==> config.mk <==
export PLATFORM = sky130hd
export DESIGN_NAME = keywake_lcd_reg_transfer_ops
export DESIGN_NICKNAME = d
export VERILOG_FILES = /design/src/logic/transfer_op_decode.v /design/src/logic/keywake_lcd_reg_transfer_ops.v
export VERILOG_INCLUDE_DIRS = /design/src /design/src/logic
export SDC_FILE = /design/constraint.sdc
export NUM_CORES = 1
export LEC_CHECK = 0
export BUFFER_PORTS_ARGS = -buffer_cell sky130_fd_sc_hd__buf_2
export CORE_MARGIN = 1
export CORE_UTILIZATION = 40
export CTS_BUF_LIST = sky130_fd_sc_hd__clkbuf_4 sky130_fd_sc_hd__clkbuf_8
export CTS_CLUSTER_SIZE = 30
export DETAILED_ROUTE_END_ITERATION = 12
export PLACE_DENSITY = 0.75
export SKIP_LAST_GASP = 1
export SYNTH_ARGS = -nofsm -noshare
export SYNTH_HDL_FRONTEND = slang
export SYNTH_HIERARCHICAL = 1
export SYNTH_SLANG_ARGS = --single-unit
==> constraint.sdc <==
create_clock -name i_clk_sys -period 2.3 [get_ports i_clk_sys]
set_clock_uncertainty 0.05 [all_clocks]
set_input_delay 0.345 -clock i_clk_sys [delete_from_list [all_inputs] [get_ports i_clk_sys]]
set_output_delay 0.345 -clock i_clk_sys [all_outputs]
set_load 0.03 [all_outputs]
==> src/logic/keywake_lcd_regs.vh <==
// opcode, width and reset constants for the wakeup/lcd transfer decoder
`ifndef KEYWAKE_LCD_REGS_VH
`define KEYWAKE_LCD_REGS_VH

`define OPC_WIDTH           10
`define ACC_WIDTH           4
`define OP_LOAD_WAKE_ZERO   10'h21b
`define OP_LOAD_WAKE_ONE    10'h214
`define OP_LOAD_WAKE_TWO    10'h215
`define OP_LOAD_LCD_ONE     10'h20a
`define OP_LOAD_LCD_TWO     10'h20b
`define SEL_WIDTH           5
`define SEL_WAKE_ZERO       0
`define SEL_WAKE_ONE        1
`define SEL_WAKE_TWO        2
`define SEL_LCD_ONE         3
`define SEL_LCD_TWO         4
`define CTRL_RESET          4'h0
`define INSTR_CYCLES        1

`endif

==> src/logic/transfer_op_decode.v <==
// combinational opcode decoder for the five accumulator transfer ops
`timescale 1ns/1ps
`default_nettype none
`include "keywake_lcd_regs.vh"

module transfer_op_decode (
  input  wire [`OPC_WIDTH-1:0] i_opcode,
  input  wire                  i_valid,
  output reg  [`SEL_WIDTH-1:0] o_sel
);

  always @* begin
    o_sel = {`SEL_WIDTH{1'b0}};
    if (i_valid) begin
      case (i_opcode)
        `OP_LOAD_WAKE_ZERO: o_sel[`SEL_WAKE_ZERO] = 1'b1;
        `OP_LOAD_WAKE_ONE:  o_sel[`SEL_WAKE_ONE]  = 1'b1;
        `OP_LOAD_WAKE_TWO:  o_sel[`SEL_WAKE_TWO]  = 1'b1;
        `OP_LOAD_LCD_ONE:   o_sel[`SEL_LCD_ONE]   = 1'b1;
        `OP_LOAD_LCD_TWO:   o_sel[`SEL_LCD_TWO]   = 1'b1;
        default:            o_sel = {`SEL_WIDTH{1'b0}};
      endcase
    end
  end

endmodule // transfer_op_decode
`default_nettype wire

==> src/logic/keywake_lcd_reg_transfer_ops.v <==
// accumulator-to-control-register transfer ops: wakeup and lcd registers
`timescale 1ns/1ps
`default_nettype none
`include "keywake_lcd_regs.vh"

module keywake_lcd_reg_transfer_ops #(
  parameter ACC_W = `ACC_WIDTH
) (
  input  wire                  i_clk_sys,
  input  wire                  i_srst,
  input  wire                  i_ce,
  input  wire                  i_instr_valid,
  input  wire [`OPC_WIDTH-1:0] i_opcode,
  input  wire [ACC_W-1:0]      i_acc,
  output reg  [ACC_W-1:0]      o_wakeup_ctrl_zero,
  output reg  [ACC_W-1:0]      o_wakeup_ctrl_one,
  output reg  [ACC_W-1:0]      o_wakeup_ctrl_two,
  output reg  [ACC_W-1:0]      o_lcd_ctrl_one,
  output reg  [ACC_W-1:0]      o_lcd_ctrl_two,
  output reg                   o_hit,
  output reg                   o_skip
);

  // ----------------------------------------------------------------
  // local constants
  // ----------------------------------------------------------------
  localparam SEL_W = `SEL_WIDTH;
  // every target leaves reset cleared, whatever width the core uses
  localparam [ACC_W-1:0] CTRL_INIT = {ACC_W{1'b0}};

  // ----------------------------------------------------------------
  // helpers
  // ----------------------------------------------------------------
  // one target: the accumulator when selected, else the old value;
  // shared so the five targets cannot drift apart
  function [ACC_W-1:0] pick_value;
    input             take;
    input [ACC_W-1:0] acc;
    input [ACC_W-1:0] old;
    begin
      if (take)
        pick_value = acc;
      else
        pick_value = old;
    end
  endfunction

  // ----------------------------------------------------------------
  // reset and enable
  // ----------------------------------------------------------------
  // reset wins over the enable, so a core held in reset with its
  // enable low still comes up with every target cleared
  wire clear_all;
  wire advance;

  assign clear_all = i_srst;
  assign advance   = i_ce & ~i_srst;

  // ----------------------------------------------------------------
  // decode
  // ----------------------------------------------------------------
  // the decoder is purely combinational; every output below is still
  // taken from its own flop
  wire [SEL_W-1:0] sel;

  transfer_op_decode u_dec (
    .i_opcode (i_opcode),
    .i_valid  (i_instr_valid),
    .o_sel    (sel)
  );

  // ----------------------------------------------------------------
  // per-target strobes
  // ----------------------------------------------------------------
  wire take_wake_zero;
  wire take_wake_one;
  wire take_wake_two;
  wire take_lcd_one;
  wire take_lcd_two;
  wire take_any;

  assign take_wake_zero = sel[`SEL_WAKE_ZERO];
  assign take_wake_one  = sel[`SEL_WAKE_ONE];
  assign take_wake_two  = sel[`SEL_WAKE_TWO];
  assign take_lcd_one   = sel[`SEL_LCD_ONE];
  assign take_lcd_two   = sel[`SEL_LCD_TWO];
  assign take_any       = |sel;

  // ----------------------------------------------------------------
  // next values
  // ----------------------------------------------------------------
  reg [ACC_W-1:0] next_wakeup_ctrl_zero;
  reg [ACC_W-1:0] next_wakeup_ctrl_one;
  reg [ACC_W-1:0] next_wakeup_ctrl_two;
  reg [ACC_W-1:0] next_lcd_ctrl_one;
  reg [ACC_W-1:0] next_lcd_ctrl_two;
  reg             next_hit;
  reg             next_skip;

  // the accumulator is only read here, never written, so carry and
  // accumulator cannot change through these ops
  always @* begin
    next_wakeup_ctrl_zero = pick_value(take_wake_zero, i_acc,
                                       o_wakeup_ctrl_zero);
    next_wakeup_ctrl_one  = pick_value(take_wake_one, i_acc,
                                       o_wakeup_ctrl_one);
    next_wakeup_ctrl_two  = pick_value(take_wake_two, i_acc,
                                       o_wakeup_ctrl_two);
    next_lcd_ctrl_one     = pick_value(take_lcd_one, i_acc,
                                       o_lcd_ctrl_one);
    next_lcd_ctrl_two     = pick_value(take_lcd_two, i_acc,
                                       o_lcd_ctrl_two);
    next_hit              = take_any;
    // no transfer op ever skips, so the skip request stays low
    next_skip             = 1'b0;
  end

  // ----------------------------------------------------------------
  // wakeup control zero
  // ----------------------------------------------------------------
  always @(posedge i_clk_sys) begin
    if (clear_all) begin
      o_wakeup_ctrl_zero <= CTRL_INIT;
    end else if (advance) begin
      o_wakeup_ctrl_zero <= next_wakeup_ctrl_zero;
    end else begin
      // low enable: state frozen
      o_wakeup_ctrl_zero <= o_wakeup_ctrl_zero;
    end
  end

  // ----------------------------------------------------------------
  // wakeup control one
  // ----------------------------------------------------------------
  always @(posedge i_clk_sys) begin
    if (clear_all) begin
      o_wakeup_ctrl_one <= CTRL_INIT;
    end else if (advance) begin
      o_wakeup_ctrl_one <= next_wakeup_ctrl_one;
    end else begin
      // low enable: state frozen
      o_wakeup_ctrl_one <= o_wakeup_ctrl_one;
    end
  end

  // ----------------------------------------------------------------
  // wakeup control two
  // ----------------------------------------------------------------
  always @(posedge i_clk_sys) begin
    if (clear_all) begin
      o_wakeup_ctrl_two <= CTRL_INIT;
    end else if (advance) begin
      o_wakeup_ctrl_two <= next_wakeup_ctrl_two;
    end else begin
      // low enable: state frozen
      o_wakeup_ctrl_two <= o_wakeup_ctrl_two;
    end
  end

  // ----------------------------------------------------------------
  // lcd control one
  // ----------------------------------------------------------------
  always @(posedge i_clk_sys) begin
    if (clear_all) begin
      o_lcd_ctrl_one <= CTRL_INIT;
    end else if (advance) begin
      o_lcd_ctrl_one <= next_lcd_ctrl_one;
    end else begin
      // low enable: state frozen
      o_lcd_ctrl_one <= o_lcd_ctrl_one;
    end
  end

  // ----------------------------------------------------------------
  // lcd control two
  // ----------------------------------------------------------------
  always @(posedge i_clk_sys) begin
    if (clear_all) begin
      o_lcd_ctrl_two <= CTRL_INIT;
    end else if (advance) begin
      o_lcd_ctrl_two <= next_lcd_ctrl_two;
    end else begin
      // low enable: state frozen
      o_lcd_ctrl_two <= o_lcd_ctrl_two;
    end
  end

  // ----------------------------------------------------------------
  // hit marker
  // ----------------------------------------------------------------
  // a low enable stretches the marker over the frozen cycles; the core
  // only looks at it on enabled edges, so one op still counts once
  always @(posedge i_clk_sys) begin
    if (clear_all) begin
      o_hit <= 1'b0;
    end else if (advance) begin
      o_hit <= next_hit;
    end else begin
      // low enable: state frozen
      o_hit <= o_hit;
    end
  end

  // ----------------------------------------------------------------
  // skip request
  // ----------------------------------------------------------------
  // kept as a flop so the sequencer sees the same timing as other ops
  always @(posedge i_clk_sys) begin
    if (clear_all) begin
      o_skip <= 1'b0;
    end else if (advance) begin
      o_skip <= next_skip;
    end else begin
      // low enable: state frozen
      o_skip <= o_skip;
    end
  end

endmodule // keywake_lcd_reg_transfer_ops
`default_nettype wire

==> results of run 1 <==
==> cell usage after synthesis <==
master     count
a211oi_1       1
a21bo_1       19
a21bo_2        1
a21oi_1        1
a21oi_2       19
buf_2          8
buf_4          2
buf_6          3
conb_1         1
dfxtp_1       21
inv_1          1
nand2b_1       2
nand3_1       20
nand4bb_1      2
nor2_1         2
nor4_1         5
nor4b_1        1
or2_2          1
or3_1          1
or3b_1         3
==> tightest hold or removal path, cell delays in order <==
cell     delay, ns
buf_2         0.14
nand3_1       0.08
a21oi_2       0.05
==> kinds of logic after synthesis <==
group                  Yosys count  share of synthesized area
AO/OA/AOI/OAI                   41                      0.339
AND/OR/NAND/NOR                 37                      0.198
flip-flops                      21                      0.376
buffers and inverters           14                     0.0829
other                            1                    0.00336
==> layer usage <==
| metal | global-route usage | vias to the layer above | wire length [microns] |
|---|---|---|---|
| met4 | 0.0385 | 0 | 8 |
| li1 | - | 483 | - |
| met3 | 0.0583 | 2 | 137 |
| met2 | 0.331 | 35 | 1160 |
| met5 | 0 | - | 0 |
| met1 | 0.231 | 457 | 1220 |
==> flip-flops by register name, summed over array words and instances (netlist names) <==
signal and cells:
o_lcd_ctrl_one 4, o_lcd_ctrl_two 4, o_wakeup_ctrl_one 4, o_wakeup_ctrl_two 4
o_wakeup_ctrl_zero 4, o_hit 1
==> report_power, final <==
part	total [mW]	switching [mW]	internal (mW)
clock	0.177	0.113	0.0649
sequential	0.365	0.000667	0.364
combinational	0.0584	0.0394	0.0191
==> worst max-delay path by stage <==
stage,to,slack [ns],depth (start not counted)
6_report,o_hit$_SDFFE_PP0N_,0.86,6
4_1_cts,o_hit$_SDFFE_PP0N_,0.90,6
5_1_grt,o_hit$_SDFFE_PP0N_,0.81,6
2_1_floorplan,o_hit$_SDFFE_PP0N_,0.78,5
3_3_place_gp,o_hit$_SDFFE_PP0N_,0.63,6
3_5_place_dp,o_hit$_SDFFE_PP0N_,0.58,6
==> per-stage QoR <==
step,util,instances,worst slack (ns),instance area [sq um],hold slack [ns]
floorplan,-,114,0.779,1120,0.368
global placement,0.507,175,0.632,1300,0.451
detailed placement,0.507,175,0.580,1300,0.460
CTS,0.518,179,0.900,1330,0.286
global route,0.518,179,0.810,1330,0.285
finish,0.518,179,0.856,1330,0.289
==> area by class of cell <==
class / count / area, sq um
Timing Repair Buffer: 44 / 235
Tap cell: 30 / 37.5
Clock buffer: 3 / 22.5
Fill cell: 254 / 1240
Clock inverter: 1 / 5.00
Inverter: 1 / 3.75
Multi-Input combinational cell: 79 / 604
Sequential cell: 21 / 420
==> results.py, run 1 <==
metrics = {
    "run_status": {
        "status": "completed",
    },
    "pwr": {
        "ir_drop_mv": 0.490,
        "p_per_area_nw_per_um2": 452,
        "finalPower_mw": 0.601,
        "leakage_nw": 0.542,
    },
    "floorplan": {
        "io_pins": 40,
        "coreArea_sq_um": 2570,
        "die_y_microns": 54.9,
        "start_util": 0.435,
        "die-area_sq_um": 3010,
        "die_width_microns": 54.9,
        "placement_rows": 18,
    },
    "routing": {
        "drc_errors": 0,
        "vias": 977,
        "wire_per_inst_microns": 14.1,
        "drt-total-wl_microns": 2530,
        "vias_per_cell": 5.46,
        "antenna_left": 0,
        "first_pass_iters": 4,
        "drt_iter0_markers": 15,
    },
    "critical_path": {
        "regToRegSetupSlack_ns": 1.47,
        "arrival_ns": 1.62,
        "crit_family": "simple AND/OR/NAND/NOR gates",
        "worstPathCellList": "buf_2 > or3b_1 > nor4_1 > buf_4 > nor4b_1 > a211oi_1",
        "critical_path_buf_inv_count": 2,
        "critPathSlowestCell": "or3b_1",
        "r2r_start": "o_wakeup_ctrl_two[1]$_SDFFE_PP0P_",
        "critPathRequiredTime_ns": 2.48,
        "cp_max_fo": 9,
        "crit_path_start_kind": "input port",
        "end_kind": "register",
        "critPathKind": "in2reg",
        "reg2reg_to": "o_wakeup_ctrl_two[1]$_SDFFE_PP0P_",
        "crit_start": "i_opcode[1]",
        "critPathMaxStageDelay_ns": 0.41,
        "reg2reg_depth": 2,
    },
    "logic_synthesis": {
        "syn_inst": 114,
        "synthTopCellsByArea": "dfxtp_1 (38%), a21bo_1 (17%), a21oi_2 (15%), nand3_1 (9.0%), buf_2 (3.6%)",
        "synth.yosys.seq_area_share": 0.376,
        "ys_ff_latch": 21,
        "syn-num-nets": 132,
        "ys_types": 20,
        "yosysTopAreaCellShare": 0.376,
        "yosys_warnings": 6,
        "synth.largest_area_cell": "dfxtp_1",
        "avgSynthCellArea_sq_um": 9.80,
        "syn_area_sq_um": 1120,
    },
    "place": {
        "dp_hpwl_microns": 1820,
        "numPortBuffers": 38,
        "globalplace.congestion": 0.764,
    },
    "worst_hold_path": {
        "min_from": "i_acc[1]",
        "min_to": "o_wakeup_ctrl_zero[1]$_SDFFE_PP0P_",
        "holdPathStages": 3,
        "min-delay-path-class": "in2reg",
    },
    "clocking": {
        "cts_made_buffers": 3,
        "postCtsResizedCells": 0,
        "cts_tree": "done",
        "root_buffer": "clkbuf_4",
        "htree_levels": 1,
        "cts_sinks": 21,
        "hold_buffers": 0,
        "cts_buffer_depth": 2,
        "clk_latency_ns": 0.30,
        "postCtsSetupBuffers": 0,
        "clk_pin_slew_ns": 0.12,
    },
    "timing": {
        "max_freq_mhz": 692,
        "period_share": 0.628,
        "final_hold_viol_count": 0,
        "drv_slew": 0,
        "period_minus_slack_ns": 1.44,
        "worst_pin_slew_ns": 0.595,
        "relSlewSlack": 0.604,
        "rsz0062_at_grt": "no",
        "tns_ns": 0,
        "final-setup-viol-count": 0,
    },
    "global_route": {
        "grt_start_max_net_pins": 34,
        "antenna_found_initial": 0,
        "grt_pass1_vias": 954,
        "grt_util_all_layers": 0.192,
        "grt_first_pass_wirelength_microns": 4100,
        "overflow": 0,
    },
    "job": {
        "maxCapViolCount": 0,
    },
    "finish": {
        "final_layout_size_suffix_gt1_frac": 0.463,
        "antenna_cells": 0,
        "nets": 168,
        "final_common_cell": "buf_2",
        "layout_common_cells": "buf_2 (38), dfxtp_1 (21), nand3_1 (20)",
        "synthToLayoutAreaGrowth_pct": 18.9,
    },
}
No activity file was read; power rests on OpenSTA's default activity.
==> inputs of run 2 (changes only) <==
Settings changed: PLACE_DENSITY 0.75 to 0.77.
Clock period 2.3 ns to 1.31 ns, I/O delays scaled along.
==> run 2 against run 1 <==
The run now ends with negative setup slack left. Non-clock buffer count up 3. Routed wire length up 7.4%. Global-route usage up 0.79 points. Register-to-register slack worse by 0.97 ns. Critical endpoint unchanged. Power up 81%. Cell area up 6.9%. First-iteration DRC count up 93%. Combinational power up 110%. Setup slack worse by 0.98 ns. Via count up 1.3%.
==> results.py, run 2 (synthesis gave the netlist of run 1 again) <==
metrics = {
    "run_status": {
        "status": "finished with violations",
        "failed_checks": "negative setup slack",
    },
    "finish": {
        "final_layout_size_suffix_gt1_frac": 0.513,
        "seqCellArea_sq_um": 420,
        "antenna_cells": 0,
        "nets": 171,
        "multiInputGateArea_sq_um": 654,
        "final_common_cell": "buf_2",
        "synthToLayoutAreaGrowth_pct": 27.1,
        "fin_util": 0.553,
        "layout_common_cells": "buf_2 (38), dfxtp_1 (21), nand3_1 (20)",
        "n_fill_cell": 238,
    },
    "critical_path": {
        "arrival_ns": 1.61,
        "worstPathCellList": "buf_2 > or3b_1 > nor4_1 > buf_4 > nor4b_4 > a211oi_2",
        "critPathRequiredTime_ns": 1.49,
        "critPathKind": "in2reg",
        "critPathMaxStageDelay_ns": 0.43,
        "cp_max_fo": 9,
        "critical_path_buf_inv_count": 2,
        "crit_path_start_kind": "input port",
        "critPathSlowestCell": "or3b_1",
        "crit_family": "simple AND/OR/NAND/NOR gates",
        "end_kind": "register",
        "regToRegSetupSlack_ns": 0.50,
    },
    "floorplan": {
        "io_pins": 40,
        "die_width_microns": 54.9,
        "start_util": 0.435,
        "placement_rows": 18,
        "coreArea_sq_um": 2570,
        "die-area_sq_um": 3010,
        "die_y_microns": 54.9,
    },
    "global_route": {
        "grt_pass1_vias": 955,
        "grt_first_pass_wirelength_microns": 4270,
        "overflow": 0,
        "grt_util_all_layers": 0.200,
        "antenna_found_initial": 0,
        "grt_start_max_net_pins": 24,
    },
    "pwr": {
        "leakage_nw": 0.578,
        "ir_drop_mv": 0.526,
        "p_clk_frac": 0.296,
        "pwr-share-seq": 0.591,
        "switchingPower_mw": 0.260,
        "p_per_area_nw_per_um2": 764,
        "pwr-share-comb": 0.113,
        "switching_share": 0.240,
        "p_int_mw": 0.824,
    },
    "clocking": {
        "clk_pin_slew_ns": 0.11,
        "cts_sinks": 21,
        "htree_levels": 1,
        "hold_buffers": 0,
        "clk_latency_ns": 0.29,
        "cts_buffer_depth": 2,
        "root_buffer": "clkbuf_4",
        "cts_tree": "done",
        "cts_made_buffers": 3,
    },
    "job": {
        "maxCapViolCount": 0,
    },
    "timing": {
        "drv_slew": 0,
        "max_freq_mhz": 696,
        "final-setup-viol-count": 5,
        "period_minus_slack_ns": 1.44,
        "period_share": 1.10,
        "setup_ws_ns": -0.127,
        "final_hold_viol_count": 0,
        "rsz0062_at_grt": "yes",
    },
    "routing": {
        "drc_errors": 0,
        "first_pass_iters": 4,
        "vias": 990,
        "wire_per_inst_microns": 14.9,
        "vias_per_cell": 5.44,
        "drt-total-wl_microns": 2720,
        "antenna_left": 0,
        "drt_iter0_markers": 29,
    },
    "place": {
        "dp_hpwl_microns": 1890,
        "dp_slack_ns": -0.237,
        "globalplace.congestion": 0.781,
        "numPortBuffers": 38,
    },
    "worst_hold_path": {
        "min-delay-path-class": "in2reg",
    },
}
run 2: worst min-delay path, cell delays in order:
cell and delay, ns:
buf_2 0.13, nand3_1 0.08, a21oi_2 0.05
run 2: layout make-up:
cell class,count,area share
multi-input cells,79,0.461
flip-flops and latches,21,0.296
repair buffers,47,0.193
well taps,30,0.0264
clock buffers,4,0.0211
inverters,1,0.00264
run 2: timing repair:
action                                  4_1_cts  5_1_grt
resized for setup                             0        8
endpoints found under the hold margin         0        0
endpoints found under the setup margin        0        1
setup buffers                                 0        0
run 2: path summary, 6_finish.rpt:
kind,start,endpoint,depth (start not counted)
worst max register to register,o_wakeup_ctrl_one[0]$_SDFFE_PP0P_,o_wakeup_ctrl_one[0]$_SDFFE_PP0P_,2
worst min register to register,o_hit$_SDFFE_PP0N_,o_hit$_SDFFE_PP0N_,2
worst max-delay path,i_opcode[1],o_hit$_SDFFE_PP0N_,6
worst min-delay path,i_acc[2],o_wakeup_ctrl_zero[2]$_SDFFE_PP0P_,3
run 2: power by group through the flow:
stage	Clock [mW]	Combinational, mW	Sequential [mW]
after floorplan	0	0.0647	0.658
after global placement	0	0.106	0.655
after detailed placement	0	0.110	0.655
after CTS	0.342	0.111	0.641
after global routing	0.365	0.133	0.641
final	0.321	0.123	0.641
run 2: stage by stage:
| stage | setup TNS (ns) | hold WS, ns | instance area, sq um | total power [mW] | instances |
|---|---|---|---|---|---|
| finish | -0.466 | 0.142 | 1420 | 1.08 | 182 |
| floorplan | -0.00391 | 0.219 | 1120 | 0.723 | 114 |
| global route | -0.216 | 0.137 | 1420 | 1.14 | 182 |
| detailed placement | -3.44 | 0.463 | 1330 | 0.766 | 177 |
| global placement | -2.79 | 0.452 | 1330 | 0.761 | 177 |
| CTS | 0 | 0.130 | 1360 | 1.09 | 181 |
run 2: metal layers:
metal | global-route usage | share of wire | up-vias
li1 | - | - | 490
met3 | 0.0750 | 0.060 | 2
met4 | 0.0556 | 0.0029 | 0
met2 | 0.321 | 0.48 | 31
met5 | 0 | 0 | -
met1 | 0.245 | 0.45 | 467
